[src/include/tmr_pkg.sv]
// Purpose: Shared constants and types of the 16-bit timer with capture/compare
// Assumes: APB byte address = register index * 4; data in bits 7:0
// Notes: Mode sets are bit masks indexed by the 4-bit waveform mode
package tmr_pkg;

  ////////////////////////////////////////////////////////////////////////////
  // Register indices (byte address is index * 4)
  localparam logic [7:0] IDX_CTRL_A = 8'h80;
  localparam logic [7:0] IDX_CTRL_B = 8'h81;
  localparam logic [7:0] IDX_CTRL_C = 8'h82;
  localparam logic [7:0] IDX_AUX = 8'h83;
  localparam logic [7:0] IDX_CNT_L = 8'h84;
  localparam logic [7:0] IDX_CNT_H = 8'h85;
  localparam logic [7:0] IDX_CMPA_L = 8'h86;
  localparam logic [7:0] IDX_CMPA_H = 8'h87;
  localparam logic [7:0] IDX_CAP_L = 8'h88;
  localparam logic [7:0] IDX_CAP_H = 8'h89;
  localparam logic [7:0] IDX_CMPB_L = 8'h8a;
  localparam logic [7:0] IDX_CMPB_H = 8'h8b;
  localparam logic [7:0] IDX_MASK = 8'h8d;
  localparam logic [7:0] IDX_FLAGS = 8'h8e;

  // Reset values and writable-bit masks
  localparam logic [7:0] RST_BYTE = 8'h00;
  localparam logic [15:0] RST_WORD = 16'h0000;
  localparam logic [7:0] CTLA_WMASK = 8'hf3;
  localparam logic [7:0] CTLB_WMASK = 8'hdf;
  localparam logic [7:0] MASK_WMASK = 8'h27;

  // Field positions
  localparam int CTLB_FILT_BIT = 7;
  localparam int CTLB_EDGE_BIT = 6;
  localparam int CTLC_FORCE_A_BIT = 7;
  localparam int CTLC_FORCE_B_BIT = 6;
  localparam int CTLA_COM_A_LSB = 6;
  localparam int CTLA_COM_B_LSB = 4;
  localparam int AUX_ACOMP_BIT = 0;
  localparam int FL_CAP_BIT = 5;
  localparam int FL_MB_BIT = 2;
  localparam int FL_MA_BIT = 1;
  localparam int FL_OV_BIT = 0;

  ////////////////////////////////////////////////////////////////////////////
  // Counter tops and waveform mode sets
  localparam logic [15:0] TOP_MAX = 16'hffff;
  localparam logic [15:0] TOP_8 = 16'h00ff;
  localparam logic [15:0] TOP_9 = 16'h01ff;
  localparam logic [15:0] TOP_10 = 16'h03ff;
  localparam logic [3:0] WGM_NORMAL = 4'h0;
  localparam logic [15:0] SET_DUAL = 16'h0f0e;
  localparam logic [15:0] SET_NONPWM = 16'h1011;
  localparam logic [15:0] SET_ICR_TOP = 16'h5500;
  localparam logic [15:0] SET_TOGGLE_A = 16'hcf00;

  // Prescaler taps as all-ones masks of a free 10-bit counter
  localparam int PS_W = 10;
  localparam logic [9:0] PS_MASK_8 = 10'h007;
  localparam logic [9:0] PS_MASK_64 = 10'h03f;
  localparam logic [9:0] PS_MASK_256 = 10'h0ff;
  localparam logic [9:0] PS_MASK_1024 = 10'h3ff;
  localparam int FILT_SAMPLES = 4;

  typedef enum logic [2:0] {
    CS_STOP = 3'h0,
    CS_DIV1 = 3'h1,
    CS_DIV8 = 3'h2,
    CS_DIV64 = 3'h3,
    CS_DIV256 = 3'h4,
    CS_DIV1024 = 3'h5,
    CS_EXT_FALL = 3'h6,
    CS_EXT_RISE = 3'h7
  } tmr_clk_sel_t;

  typedef enum logic [1:0] {
    DIR_UP = 2'b01,
    DIR_DOWN = 2'b10
  } tmr_dir_t;

endpackage

[src/tmr_capture_filter.sv]
// Purpose: Capture source select, pin synchronisers and noise filter
// Assumes: Both sources are asynchronous to ref_clk_i
// Notes: Filter output holds until a full window of equal samples
module tmr_capture_filter import tmr_pkg::*; (
  input wire logic ref_clk_i,
  input wire logic rst_n_i,
  input wire logic capture_pin_i,
  input wire logic acomp_i,
  input wire logic src_acomp_i,
  input wire logic filter_en_i,
  output logic filt_o
);

  logic [1:0] raw;
  logic [1:0] sync1;
  logic [1:0] sync2;
  logic [FILT_SAMPLES-2:0] hist;
  logic src;
  logic [FILT_SAMPLES-1:0] win;

  assign raw = {acomp_i, capture_pin_i};

  ////////////////////////////////////////////////////////////////////////////
  // Two-flop synchronisers, one per source
  for (genvar i = 0; i < 2; i++) begin : g_sync
    always_ff @(posedge ref_clk_i) begin
      if (!rst_n_i) begin
        sync1[i] <= 1'b0;
        sync2[i] <= 1'b0;
      end else begin
        sync1[i] <= raw[i];
        sync2[i] <= sync1[i];
      end
    end
  end

  // Comparator output as alternative capture source
  assign src = src_acomp_i ? sync2[1] : sync2[0];
  assign win = {hist, src};

  // Sample history; the current sample completes the window
  always_ff @(posedge ref_clk_i) begin
    if (!rst_n_i) begin
      hist <= '0;
    end else begin
      hist <= win[FILT_SAMPLES-2:0];
    end
  end

  // Change only on a full window of equal samples; with the filter off, follow directly
  always_ff @(posedge ref_clk_i) begin
    if (!rst_n_i) begin
      filt_o <= 1'b0;
    end else if (!filter_en_i) begin
      filt_o <= src;
    end else if (&win) begin
      filt_o <= 1'b1;
    end else if (~|win) begin
      filt_o <= 1'b0;
    end
  end
endmodule

[src/tmr_tick_gen.sv]
// Purpose: Timer tick from prescaler taps or the external count pin
// Assumes: External pin slower than half of ref_clk_i
// Notes: Prescaler runs free, so the first prescaled tick may come early
module tmr_tick_gen import tmr_pkg::*; (
  input wire logic ref_clk_i,
  input wire logic rst_n_i,
  input tmr_clk_sel_t clock_select_i,
  input wire logic ext_count_pin_i,
  output logic tick_o
);

  logic [PS_W-1:0] presc;
  logic ext_s1;
  logic ext_s2;
  logic ext_prev;
  logic next_tick;

  ////////////////////////////////////////////////////////////////////////////
  // Free-running prescaler, shared taps
  always_ff @(posedge ref_clk_i) begin
    if (!rst_n_i) begin
      presc <= '0;
    end else begin
      presc <= presc + 10'h001;
    end
  end

  // Pin level taken whatever its port direction, so software may count
  always_ff @(posedge ref_clk_i) begin
    if (!rst_n_i) begin
      ext_s1 <= 1'b0;
      ext_s2 <= 1'b0;
      ext_prev <= 1'b0;
    end else begin
      ext_s1 <= ext_count_pin_i;
      ext_s2 <= ext_s1;
      ext_prev <= ext_s2;
    end
  end

  // Tick selection
  always_comb begin
    unique case (clock_select_i)
      CS_STOP: next_tick = 1'b0;
      CS_DIV1: next_tick = 1'b1;
      CS_DIV8: next_tick = (presc & PS_MASK_8) == PS_MASK_8;
      CS_DIV64: next_tick = (presc & PS_MASK_64) == PS_MASK_64;
      CS_DIV256: next_tick = (presc & PS_MASK_256) == PS_MASK_256;
      CS_DIV1024: next_tick = (presc & PS_MASK_1024) == PS_MASK_1024;
      CS_EXT_FALL: next_tick = ext_prev & ~ext_s2;
      CS_EXT_RISE: next_tick = ext_s2 & ~ext_prev;
    endcase
  end

  always_ff @(posedge ref_clk_i) begin
    if (!rst_n_i) begin
      tick_o <= 1'b0;
    end else begin
      tick_o <= next_tick;
    end
  end
endmodule

[src/tmr_timer16.sv]
// Purpose: 16-bit timer with capture, two compare channels, APB registers
// Assumes: Zero-wait APB slave; byte registers in data bits 7:0
// Notes: Compare registers are not double buffered in PWM modes
//
// Local design decision: register access over APB.
module tmr_timer16 import tmr_pkg::*; (
  input wire logic ref_clk_i,
  input wire logic rst_n_i,
  input wire logic psel_i,
  input wire logic penable_i,
  input wire logic pwrite_i,
  input wire logic [11:0] paddr_i,
  input wire logic [31:0] pwdata_i,
  input wire logic [3:0] pstrb_i,
  output logic [31:0] prdata_o,
  output logic pready_o,
  output logic pslverr_o,
  input wire logic capture_pin_i,
  input wire logic acomp_i,
  input wire logic ext_count_pin_i,
  input wire logic global_irq_en_i,
  input wire logic [3:0] vector_ack_i,
  output logic [3:0] irq_req_o,
  output logic wave_out_a_o,
  output logic wave_out_a_en_o,
  output logic wave_out_b_o,
  output logic wave_out_b_en_o
);

  logic [7:0] ctrl_a, ctrl_b, mask, temp_hi, rd_snap, rd_mux, next_snap, idx, wb;
  logic [15:0] count_value, capture_value, top_value;
  logic [15:0] cmp [2];
  logic [3:0] flg, waveform_mode, flag_set, flag_clr;
  logic [1:0] match, force_hit, at_top, wave, wave_en;
  logic src_acomp, addr_ok, setup, wr_en, rd_done, wr_cnt, wr_cap, dual, non_pwm;
  logic icr_top, tick, block_match, filt, cap_prev, cap_event, cap_top_hit, ovf_set;
  tmr_dir_t dir;

  ////////////////////////////////////////////////////////////////////////////
  // APB decode; every access completes without wait states
  assign idx = paddr_i[9:2];
  assign wb = pwdata_i[7:0];
  assign setup = psel_i & ~penable_i;
  assign pready_o = 1'b1;
  assign wr_en = psel_i & penable_i & pwrite_i & addr_ok & pstrb_i[0];
  assign rd_done = psel_i & penable_i & ~pwrite_i & addr_ok;
  assign pslverr_o = psel_i & penable_i & ~addr_ok;
  assign wr_cnt = wr_en && idx == IDX_CNT_L;
  assign wr_cap = wr_en && idx == IDX_CAP_L;

  // Read mux; low-byte reads of counter and capture also snapshot the high byte
  always_comb begin
    addr_ok = (paddr_i[11:10] == 2'h0) && (paddr_i[1:0] == 2'h0);
    next_snap = temp_hi;
    case (idx)
      IDX_CTRL_A: rd_mux = ctrl_a;
      IDX_CTRL_B: rd_mux = ctrl_b;
      IDX_CTRL_C: rd_mux = RST_BYTE;
      IDX_AUX: rd_mux = {7'h00, src_acomp};
      IDX_CNT_L: begin
        rd_mux = count_value[7:0];
        next_snap = count_value[15:8];
      end
      IDX_CNT_H: rd_mux = temp_hi;
      IDX_CMPA_L: rd_mux = cmp[0][7:0];
      IDX_CMPA_H: rd_mux = cmp[0][15:8];
      IDX_CAP_L: begin
        rd_mux = capture_value[7:0];
        next_snap = capture_value[15:8];
      end
      IDX_CAP_H: rd_mux = temp_hi;
      IDX_CMPB_L: rd_mux = cmp[1][7:0];
      IDX_CMPB_H: rd_mux = cmp[1][15:8];
      IDX_MASK: rd_mux = mask;
      IDX_FLAGS: rd_mux = {2'h0, flg[3], 2'h0, flg[2], flg[1], flg[0]};
      default: begin
        rd_mux = RST_BYTE;
        addr_ok = 1'b0;
      end
    endcase
  end

  // Read data taken in the setup cycle so it leaves a flip-flop
  always_ff @(posedge ref_clk_i) begin
    if (!rst_n_i) begin
      prdata_o <= '0;
      rd_snap <= RST_BYTE;
    end else if (setup) begin
      prdata_o <= {24'h000000, rd_mux};
      rd_snap <= next_snap;
    end
  end

  // Shared high-byte latch: filled by high writes and by counter and capture low reads
  always_ff @(posedge ref_clk_i) begin
    if (!rst_n_i) begin
      temp_hi <= RST_BYTE;
    end else if (wr_en && (idx == IDX_CNT_H || idx == IDX_CMPA_H ||
                           idx == IDX_CAP_H || idx == IDX_CMPB_H)) begin
      temp_hi <= wb;
    end else if (rd_done && (idx == IDX_CNT_L || idx == IDX_CAP_L)) begin
      temp_hi <= rd_snap;
    end
  end

  // Control and mask registers; reserved bits stay zero
  always_ff @(posedge ref_clk_i) begin
    if (!rst_n_i) begin
      ctrl_a <= RST_BYTE;
      ctrl_b <= RST_BYTE;
      mask <= RST_BYTE;
      src_acomp <= 1'b0;
    end else if (wr_en) begin
      if (idx == IDX_CTRL_A) ctrl_a <= wb & CTLA_WMASK;
      if (idx == IDX_CTRL_B) ctrl_b <= wb & CTLB_WMASK;
      if (idx == IDX_MASK) mask <= wb & MASK_WMASK;
      if (idx == IDX_AUX) src_acomp <= wb[AUX_ACOMP_BIT];
    end
  end

  ////////////////////////////////////////////////////////////////////////////
  // Mode decode
  assign waveform_mode = {ctrl_b[4:3], ctrl_a[1:0]};
  assign dual = SET_DUAL[waveform_mode];
  assign non_pwm = SET_NONPWM[waveform_mode];
  assign icr_top = SET_ICR_TOP[waveform_mode];

  // TOP by waveform mode; reserved mode runs as full range
  always_comb begin
    case (waveform_mode)
      4'h1, 4'h5: top_value = TOP_8;
      4'h2, 4'h6: top_value = TOP_9;
      4'h3, 4'h7: top_value = TOP_10;
      4'h4, 4'h9, 4'hb, 4'hf: top_value = cmp[0];
      4'h8, 4'ha, 4'hc, 4'he: top_value = capture_value;
      default: top_value = TOP_MAX;
    endcase
  end

  tmr_tick_gen u_tick (
    .ref_clk_i(ref_clk_i),
    .rst_n_i(rst_n_i),
    .clock_select_i(tmr_clk_sel_t'(ctrl_b[2:0])),
    .ext_count_pin_i(ext_count_pin_i),
    .tick_o(tick)
  );

  // Counter: software write wins; else one step per tick
  always_ff @(posedge ref_clk_i) begin
    if (!rst_n_i) begin
      count_value <= RST_WORD;
      dir <= DIR_UP;
    end else if (wr_cnt) begin
      count_value <= {temp_hi, wb};
    end else if (tick) begin
      unique case (dir)
        DIR_UP: begin
          if (count_value >= top_value && dual) begin
            dir <= DIR_DOWN;
            count_value <= count_value - 16'h0001;
          end else if (count_value == top_value) begin
            count_value <= RST_WORD;
          end else begin
            count_value <= count_value + 16'h0001;
          end
        end
        DIR_DOWN: begin
          if (count_value == RST_WORD || !dual) begin
            dir <= DIR_UP;
            count_value <= count_value + 16'h0001;
          end else begin
            count_value <= count_value - 16'h0001;
          end
        end
      endcase
    end
  end

  // Counter write masks the match of the following tick
  always_ff @(posedge ref_clk_i) begin
    if (!rst_n_i) begin
      block_match <= 1'b0;
    end else if (wr_cnt) begin
      block_match <= 1'b1;
    end else if (tick) begin
      block_match <= 1'b0;
    end
  end

  ////////////////////////////////////////////////////////////////////////////
  // Capture path: edge on filtered source, disabled when capture is TOP
  tmr_capture_filter u_filt (
    .ref_clk_i(ref_clk_i),
    .rst_n_i(rst_n_i),
    .capture_pin_i(capture_pin_i),
    .acomp_i(acomp_i),
    .src_acomp_i(src_acomp),
    .filter_en_i(ctrl_b[CTLB_FILT_BIT]),
    .filt_o(filt)
  );

  always_ff @(posedge ref_clk_i) begin
    if (!rst_n_i) begin
      cap_prev <= 1'b0;
    end else begin
      cap_prev <= filt;
    end
  end

  assign cap_event = !icr_top && (ctrl_b[CTLB_EDGE_BIT] ? (filt & ~cap_prev)
                                                        : (~filt & cap_prev));
  assign cap_top_hit = icr_top && tick && count_value == top_value;

  always_ff @(posedge ref_clk_i) begin
    if (!rst_n_i) begin
      capture_value <= RST_WORD;
    end else if (wr_cap) begin
      capture_value <= {temp_hi, wb};
    end else if (cap_event) begin
      capture_value <= count_value;
    end
  end

  ////////////////////////////////////////////////////////////////////////////
  // Overflow point per mode family
  assign ovf_set = tick && (non_pwm ? count_value == TOP_MAX
                          : dual ? (dir == DIR_DOWN && count_value == RST_WORD)
                          : count_value == top_value);

  // Flags: hardware set wins over any clear in the same cycle
  assign flag_set = {cap_event | cap_top_hit, match[1], match[0],
                     ovf_set};
  assign flag_clr = vector_ack_i | ({4{wr_en && idx == IDX_FLAGS}} &
                    {wb[FL_CAP_BIT], wb[FL_MB_BIT], wb[FL_MA_BIT], wb[FL_OV_BIT]});

  always_ff @(posedge ref_clk_i) begin
    if (!rst_n_i) begin
      flg <= 4'h0;
    end else begin
      flg <= (flg & ~flag_clr) | flag_set;
    end
  end

  // Requests gated by mask and global enable
  assign irq_req_o = flg & {mask[5], mask[2], mask[1], mask[0]} & {4{global_irq_en_i}};

  ////////////////////////////////////////////////////////////////////////////
  // Compare channels: 0 is A, 1 is B
  for (genvar ch = 0; ch < 2; ch++) begin : g_cmp
    localparam int COM_LSB = (ch == 0) ? CTLA_COM_A_LSB : CTLA_COM_B_LSB;
    localparam int FORCE_BIT = (ch == 0) ? CTLC_FORCE_A_BIT : CTLC_FORCE_B_BIT;
    logic [1:0] com;
    logic tog_ok;

    assign com = ctrl_a[COM_LSB+1:COM_LSB];
    assign tog_ok = (ch == 0) && SET_TOGGLE_A[waveform_mode];
    assign match[ch] = tick && !block_match && count_value == cmp[ch];
    // Strobe only, never stored; no flag, no counter effect
    assign force_hit[ch] = wr_en && idx == IDX_CTRL_C && wb[FORCE_BIT] && non_pwm;
    assign at_top[ch] = tick && !dual && count_value == top_value;
    assign wave_en[ch] = (com != 2'b00) && (non_pwm || com != 2'b01 || tog_ok);

    always_ff @(posedge ref_clk_i) begin
      if (!rst_n_i) begin
        cmp[ch] <= RST_WORD;
      end else if (wr_en && idx == ((ch == 0) ? IDX_CMPA_L : IDX_CMPB_L)) begin
        cmp[ch] <= {temp_hi, wb};
      end
    end

    // Output action on match, forced match or TOP
    always_ff @(posedge ref_clk_i) begin
      if (!rst_n_i) begin
        wave[ch] <= 1'b0;
      end else if (non_pwm) begin
        if (match[ch] || force_hit[ch]) begin
          unique case (com)
            2'b00: wave[ch] <= wave[ch];
            2'b01: wave[ch] <= ~wave[ch];
            2'b10: wave[ch] <= 1'b0;
            2'b11: wave[ch] <= 1'b1;
          endcase
        end
      end else if (com == 2'b01) begin
        if (match[ch] && tog_ok) wave[ch] <= ~wave[ch];
      end else if (com[1]) begin
        if (match[ch]) wave[ch] <= com[0] ^ (dual && dir == DIR_DOWN);
        else if (at_top[ch]) wave[ch] <= ~com[0];
      end
    end
  end

  assign wave_out_a_o = wave[0];
  assign wave_out_b_o = wave[1];
  assign wave_out_a_en_o = wave_en[0];
  assign wave_out_b_en_o = wave_en[1];
endmodule

[config.mk]
export PLATFORM = sky130hd
export DESIGN_NAME = tmr_timer16
export DESIGN_NICKNAME = d
export VERILOG_FILES = /design/src/include/tmr_pkg.sv /design/src/tmr_capture_filter.sv /design/src/tmr_tick_gen.sv /design/src/tmr_timer16.sv
export SDC_FILE = /design/constraint.sdc
export NUM_CORES = 1
export LEC_CHECK = 0
export BUFFER_PORTS_ARGS = -buffer_cell sky130_fd_sc_hd__buf_2
export CAP_MARGIN = 0
export CORE_MARGIN = 2
export CORE_UTILIZATION = 50
export DETAILED_ROUTE_END_ITERATION = 10
export PLACE_DENSITY = 0.73
export SKIP_LAST_GASP = 1
export SYNTH_ARGS = -nofsm -noshare
export SYNTH_HDL_FRONTEND = slang
export SYNTH_SLANG_ARGS = --single-unit
[constraint.sdc]
create_clock -name ref_clk_i -period 3.5 [get_ports ref_clk_i]
set_input_delay 0.175 -clock ref_clk_i [delete_from_list [all_inputs] [get_ports ref_clk_i]]
set_output_delay 0.175 -clock ref_clk_i [all_outputs]
set_load 0.01 [all_outputs]
; After elaboration in Yosys (flattened, before gate mapping)
; Memories as Yosys holds them, arrays and structs flattened.
; Cells that the tools add are included.
[classes]
n_lt_le_gt_ge = 2
n_reduce_logical = 72
muxes = 55
bitwise = 36
n_eq_ne = 62
add_sub_neg = 3
[ops]
columns = cell, n
row1 = $mux W16, 9
row2 = $eq A8 B8 Y1 const B, 15
row3 = $pmux W8 S12, 1
row4 = $pmux W16 S5, 1
row5 = $eq A16 B16 Y1, 3
row6 = $mux W1, 34
row7 = $pmux W16 S2, 1
row8 = $eq A4 B4 Y1 const B, 7
row9 = $logic_and A1 B1 Y1, 28
row10 = $add A16 B1 Y16 const B, 1
row11 = $and A4 B4 Y4, 4
row12 = $eq A16 B16 Y1 const B, 1
row13 = $eq A4 B3 Y1 const B, 4
row14 = $ge A16 B16 Y1, 1
row15 = $logic_not A16 Y1, 1
row16 = $mux W8, 2
row17 = $pmux W8 S2, 1
row18 = $sub A16 B1 Y16 const B, 1
row19 = $eq A3 B3 Y1 const B, 5
row20 = $reduce_or A14 Y1, 1
row21 = $and A1 B1 Y1, 12
row22 = $not A1 Y1, 12
row23 = $reduce_bool A2 Y1, 6
row24 = $reduce_or A4 Y1, 3
row25 = 31 further kinds, 76
[totals]
ff_bits = 106
mem_count = 5
rom_bits = 64
ramBits = 32
out_inout_bits = 42
elab_cells = 261
[mem_list]
columns = memory, words, word_bits, rd, rd_ports_with_merged_regs, write_ports, line
row1 = cmp, 2, 16, 2, 0, 2, tmr_timer16.sv:32  ; logic [15:0] cmp [2];
row2 = (no name shown), 16, 1, 1, 0, 0, tmr_timer16.sv:256  ; assign tog_ok = (ch == 0) && SET_TOGGLE_A[waveform_mode];
row3 = (no name shown), 16, 1, 1, 0, 0, tmr_timer16.sv:126  ; assign icr_top = SET_ICR_TOP[waveform_mode];
row4 = (no name shown), 16, 1, 1, 0, 0, tmr_timer16.sv:125  ; assign non_pwm = SET_NONPWM[waveform_mode];
row5 = (no name shown), 16, 1, 1, 0, 0, tmr_timer16.sv:124  ; assign dual = SET_DUAL[waveform_mode];

; Depth between registers and ports, before layout
[depth]
word_depth = 11
mapped_depth = 16

; Cells and area by module
; A second synthesis with hierarchy kept.
[hier_totals]
hier_cells = 1095
area_unflattened_um2 = 8928.6
[modules_own_cells]
columns = module, area_each_um2, cells_each, n_inst
row1 = tmr_timer16, 8105.3, 1014, 1
row2 = tmr_tick_gen, 576.8, 60, 1
row3 = tmr_capture_filter, 246.5, 21, 1

; Worst setup path before layout
; OpenSTA, ideal clock, no wires.
[synth_path]
path_type = register to register
from = register ctrl_b[3]
to = register count_value[14]
t_required_ns = 3.408
period_less_slack_ns = 3.515
setup_ns = 0.092
arrival_time_ns = 3.423
path_buffers = 2
setup_slack_ns = -0.015
path_stages_with_launch = 16
path_cell_list = dfxtp_1 buf_2 clkinv_1 nor2_1 nand2_1 o22a_1 o22ai_1 ha_1 a41o_1 a21oi_1 o22ai_1 o311a_1 buf_2 nor2_1 a2111oi_0 nor4_1
[synth_via]
elab_chain_len = 9
[synth_lines]
columns = element, line
row1 = from (decl), tmr_timer16.sv:30  ; logic [7:0] ctrl_a, ctrl_b, mask, temp_hi, rd_snap, rd_mux, next_snap, idx, wb;
row2 = from (signal assigned), tmr_timer16.sv:115  ; if (idx == IDX_CTRL_B) ctrl_b <= wb & CTLB_WMASK;
row3 = "$eq A4 B4 Y1, or another cell as far along", tmr_timer16.sv:130  ; case (waveform_mode)
row4 = $reduce_or A4 Y1 / $reduce_or A2 Y1 (equally long branches), tmr_timer16.sv:130
row5 = $pmux W16 S5, tmr_timer16.sv:130
row6 = $ge A16 B16 Y1 / $eq A16 B16 Y1 (equally long branches), "tmr_timer16.sv:158, tmr_timer16.sv:161"
row7 = $logic_and A1 B1 Y1 / $mux W16 (equally long branches), "tmr_timer16.sv:158, tmr_timer16.sv:161"
row8 = $mux W16, tmr_timer16.sv:158  ; if (count_value >= top_value && dual) begin
row9 = $pmux W16 S2 *, tmr_timer16.sv:156  ; unique case (dir)
row10 = $mux W16 *, tmr_timer16.sv:155  ; end else if (tick) begin
row11 = $mux W16 *, tmr_timer16.sv:153  ; end else if (wr_cnt) begin
row12 = to (signal assigned), tmr_timer16.sv:154  ; count_value <= {temp_hi, wb};
row13 = to (signal assigned), tmr_timer16.sv:160  ; count_value <= count_value - 16'h0001;
row14 = to (signal assigned), tmr_timer16.sv:164  ; count_value <= count_value + 16'h0001;
row15 = to (decl), tmr_timer16.sv:31  ; logic [15:0] count_value, capture_value, top_value;
; Every way passes the cells marked *; elsewhere a longest branch is shown, timed or not. The select of a mux whose other input is x is not followed.
; A chain may end at the register's enable or synchronous reset.

; Final worst setup path
[layout_path]
from = register ctrl_a[1]
to = register count_value[11]
[layout_via]
elab_chain_len = 9
[layout_lines]
columns = element, line
row1 = from (decl), tmr_timer16.sv:30
row2 = from (signal assigned), tmr_timer16.sv:114  ; if (idx == IDX_CTRL_A) ctrl_a <= wb & CTLA_WMASK;
row3 = "$eq A4 B4 Y1, or another cell as far along", tmr_timer16.sv:130
row4 = $reduce_or A4 Y1 / $reduce_or A2 Y1 (equally long branches), tmr_timer16.sv:130
row5 = $pmux W16 S5, tmr_timer16.sv:130
row6 = $ge A16 B16 Y1 / $eq A16 B16 Y1 (equally long branches), "tmr_timer16.sv:158, tmr_timer16.sv:161"
row7 = $logic_and A1 B1 Y1 / $mux W16 (equally long branches), "tmr_timer16.sv:158, tmr_timer16.sv:161"
row8 = $mux W16, tmr_timer16.sv:158
row9 = $pmux W16 S2 *, tmr_timer16.sv:156
row10 = $mux W16 *, tmr_timer16.sv:155
row11 = $mux W16 *, tmr_timer16.sv:153
; Marks and branches as above.

==> summary.md <==
| Metric | Value |
|---|---|
| Worst Path Arrival | `approximately 3600 ps` |
| Fin crit share | `0.9536` |
| Area of the die | `0.01884 sq mm` |
| Most frequent cell after synthesis | `dfxtp_1` |
| Post-DP HPWL | `21.22 mm` |
| Synth Warn # | `0` |
| Leakage | `roughly 4.3 nW` |
| HP Class | `in2reg` |
| Layout area overhead | `13.59%` |
| Detail Route Antenna Nets | `0` |
| RSZ-0062 raised after global routing | `false` |
| Top cells by count, synth | `dfxtp_1, nand2_1, clkbuf_1` |
| Tot GR Track Use | `0.3191` |
| Cell taking the most area after synthesis | `dfxtp_1` |
| Status | `completed` |
| Post-synth ARST share | `0` |
| Setup TNS | `0 ps` |
| Worst Reg2Reg Path Length in Cells | `12` |
| CTS Buf Count | `17` |
| DR vias | `8625` |
| Vias in the first global route | `7858` |
| Hold-critical path depth | `3` |
| Highest Clock Rate | `0.2996 GHz` |
| Mapped Cells | `about 1000` |
| Root Driver | `clkbuf_16` |
| Relative slew slack | `0.5406` |
| First-pass GRT wire length | `44.73 mm` |
| PortBufs | `50` |
| DIE WIDTH | `between 100 and 150 microns` |
| Detail-routed via count per cell | `~6.4` |
| Total placed cells including tap cells | `1305` |
| Routed len/inst | `between 20 and 25 microns` |
| Clock sink total | `roughly 140` |
| Maximum fanout along the worst path | `9` |
| Least-Margin Pin Slew | `roughly 680 ps` |
| Clock-pin slew on the worst setup and hold paths | `roughly 60 ps` |
| Share of layout cells above drive strength 1 | `0.1513` |
| ANT cells | `0` |
| RR Endpoint | `count_value[11]$_SDFFE_PN0P_` |
| Pwr dens | `about 360 mW/mm^2` |
| Final setup vio count | `0` |
| Worst-Skew Late Latency | `430 ps` |
| DRT Wirelength | `roughly 30 mm` |
| Max IR drop VDD | `approximately 0.00038 V` |
| Max_cap viols | `0` |
| Core box area | `approximately 0.017 sq mm` |
| Top FF cell, synth | `dfxtp_1` |
| Largest net degree at the start of global routing | `45` |
| Vert. Die Dim | `about 140 microns` |
| Sequential area share after synthesis | `0.3472` |
| Min Tclk post-route | `3338 ps` |
| Number of synthesized flops with an enable pin | `32` |
| Hold EP | `flg[1]$_SDFF_PN0_` |
| DR iter-0 viols | `~1100` |
| Worst path cell trace | `nor2_4 > nand3b_1 > o22ai_1 > ha_1 > a21oi_1 > o221ai_1 > a211o_1 > o211ai_1 > nand2_1 > buf_4 > a221oi_1 > nor4b_1` |
| First-pass iteration count of the detailed router | `6` |
| Flip-flop and latch count after synthesis | `138` |
| Initial antenna violation count | `0` |
| # H-tree levels | `4` |
| R2R setup slack | `roughly 160 ps` |
| Critical path endpoint category | `flop` |
| HP Start | `vector_ack_i[1]` |
| Layout Utilization | `0.5810` |
| I/O Pins | `103` |
| Worst R2R Start | `ctrl_a[1]$_SDFFE_PN0P_` |
| Routability cong. | `0.9948` |
| Clk_skew | `11.84 ps` |
| Req. time, crit path | `roughly 3800 ps` |
| Slowest library cell on the worst path | `dfxtp_1` |
| Fin. max-slew vios | `0` |
| Final hold viol count | `0` |
| Cell Area, Synth | `around 0.0089 sq mm` |
| Grt total ovfl | `0` |
| Synth cell types | `83` |
| Buffer levels on the longest clock path | `2` |
| Top cell type's share of synthesized area | `0.2390` |
| Initial Util | `0.5115` |
| Post-route DRC | `0` |
| Top post-synthesis cells by area | `dfxtp_1, edfxtp_1, nand2_1, mux2i_1, and2_1` |
| Crit path kind | `reg2reg` |
| Non-Filler Instances | `about 1300` |
| Crit path launch type | `flop` |
| Syn Area/Cell | `around 8.5 sq um` |
| CP max stage delay | `between 400 and 500 ps` |
| Layout Nets | `approximately 1200` |
| Row cnt | `48` |
| TritonCTS clock tree | `yes` |
routing by layer:
metal	share of wire	vias up	track usage
met3	0.12	94	0.09823
met5	0	-	0
li1	-	3935	-
met4	0.041	0	0.1334
met2	0.44	542	0.4776
met1	0.40	4054	0.4264
final cells by class:
cell class	instances	area [sq um]
fillers	1551	7272
multi-input cells	819	5379
flip-flops and latches	138	3084
repair buffers	113	733.2
clock buffers	19	432.9
well taps	225	281.5
clock inverters	13	117.6
inverters	15	56.30
worst max-delay path by stage:
stage                                start  slack [ps]  cells past startpoint                            to
detailed placement  ctrl_a[0]$_SDFFE_PN0P_         150                     13  count_value[11]$_SDFFE_PN0P_
finish              ctrl_a[1]$_SDFFE_PN0P_         160                     12  count_value[11]$_SDFFE_PN0P_
global route        ctrl_a[0]$_SDFFE_PN0P_          10                     14  count_value[11]$_SDFFE_PN0P_
CTS                 ctrl_a[0]$_SDFFE_PN0P_         130                     12  count_value[11]$_SDFFE_PN0P_
floorplan           ctrl_b[3]$_SDFFE_PN0P_         100                     15  count_value[14]$_SDFFE_PN0P_
global placement    ctrl_a[0]$_SDFFE_PN0P_         220                     12  count_value[11]$_SDFFE_PN0P_
critical path, delay by kind of cell, from the launching register on:
kind / cells / cell delay [ps]
AO/OA/AOI/OAI: 6 / 1650
AND/OR/NAND/NOR: 4 / 620
flip-flops: 1 / 460
adder cells (fa/ha/maj): 1 / 290
buffers and inverters: 1 / 200
cell usage in the layout, fill, tap and decap left out, drive strengths merged, types with 14 or more instances in the layout:
master	synthesis	routed
nor2	54	54
a21boi	23	23
xnor2	27	27
conb	2	25
and2	49	49
nand2	99	99
nor3	33	33
o211a	25	25
buf	41	110
inv	14	19
nand3	42	42
dfxtp	106	106
clkbuf	56	19
mux2i	32	32
a21oi	47	47
nand4	15	15
ha	20	20
o21ai	54	54
a211oi	14	14
and3	22	22
xor2	19	19
a22oi	29	29
o22ai	27	27
nor2b	32	32
edfxtp	32	32
through the flow:
step | hold WS, ps | setup slack [ps] | instance area, sq um | power [mW]
floorplan | 302.3 | 104.8 | 8967 | 1.869
global placement | 383.8 | 215.9 | 9462 | 1.936
detailed placement | 387.3 | 149.3 | 9462 | 1.937
CTS | 27.02 | 129.3 | 10040 | 3.642
global route | 54.26 | 11.38 | 10080 | 3.746
finish | 37.59 | 162.5 | 10080 | 3.641
power by group:
group | internal, mW | total (mW) | leakage (nW) | switching (mW)
logic | 0.0777 | 0.225 | 2.90 | 0.147
registers | 1.65 | 1.69 | 1.17 | 0.0363
clock network | 0.983 | 1.73 | 0.273 | 0.742
timing repair:
action                                  CTS  global route
hold buffers                              3             0
setup buffers                             0             2
hold endpoints to repair                  3             0
endpoints found under the setup margin    0            10
resized for setup                         0             6
state kept, by name (all words and copies together) (netlist names), 2 cells and up:
name,cells
capture_value,16
cmp,32
count_value,16
ctrl_a,6
ctrl_b,7
dir,2
flg,4
mask,4
prdata_o,8
rd_snap,8
temp_hi,8
u_filt.hist,3
u_filt.sync1,2
u_filt.sync2,2
u_tick.presc,10
kinds of logic (layout without fill, tap and decap cells):
| logic type | count (synthesis) | in the layout | synth area share |
|---|---|---|---|
| adder cells (fa/ha/maj) | 20 | 20 | 0.02818 |
| flip-flops | 138 | 138 | 0.3472 |
| multiplexers | 35 | 35 | 0.03988 |
| buffers and inverters | 112 | 160 | 0.06031 |
| AO/OA/AOI/OAI | 298 | 298 | 0.2370 |
| XOR/XNOR | 46 | 46 | 0.04538 |
| AND/OR/NAND/NOR | 395 | 395 | 0.2411 |
| other | 2 | 25 | 0.0008459 |
(Power assumes the default switching activity.)
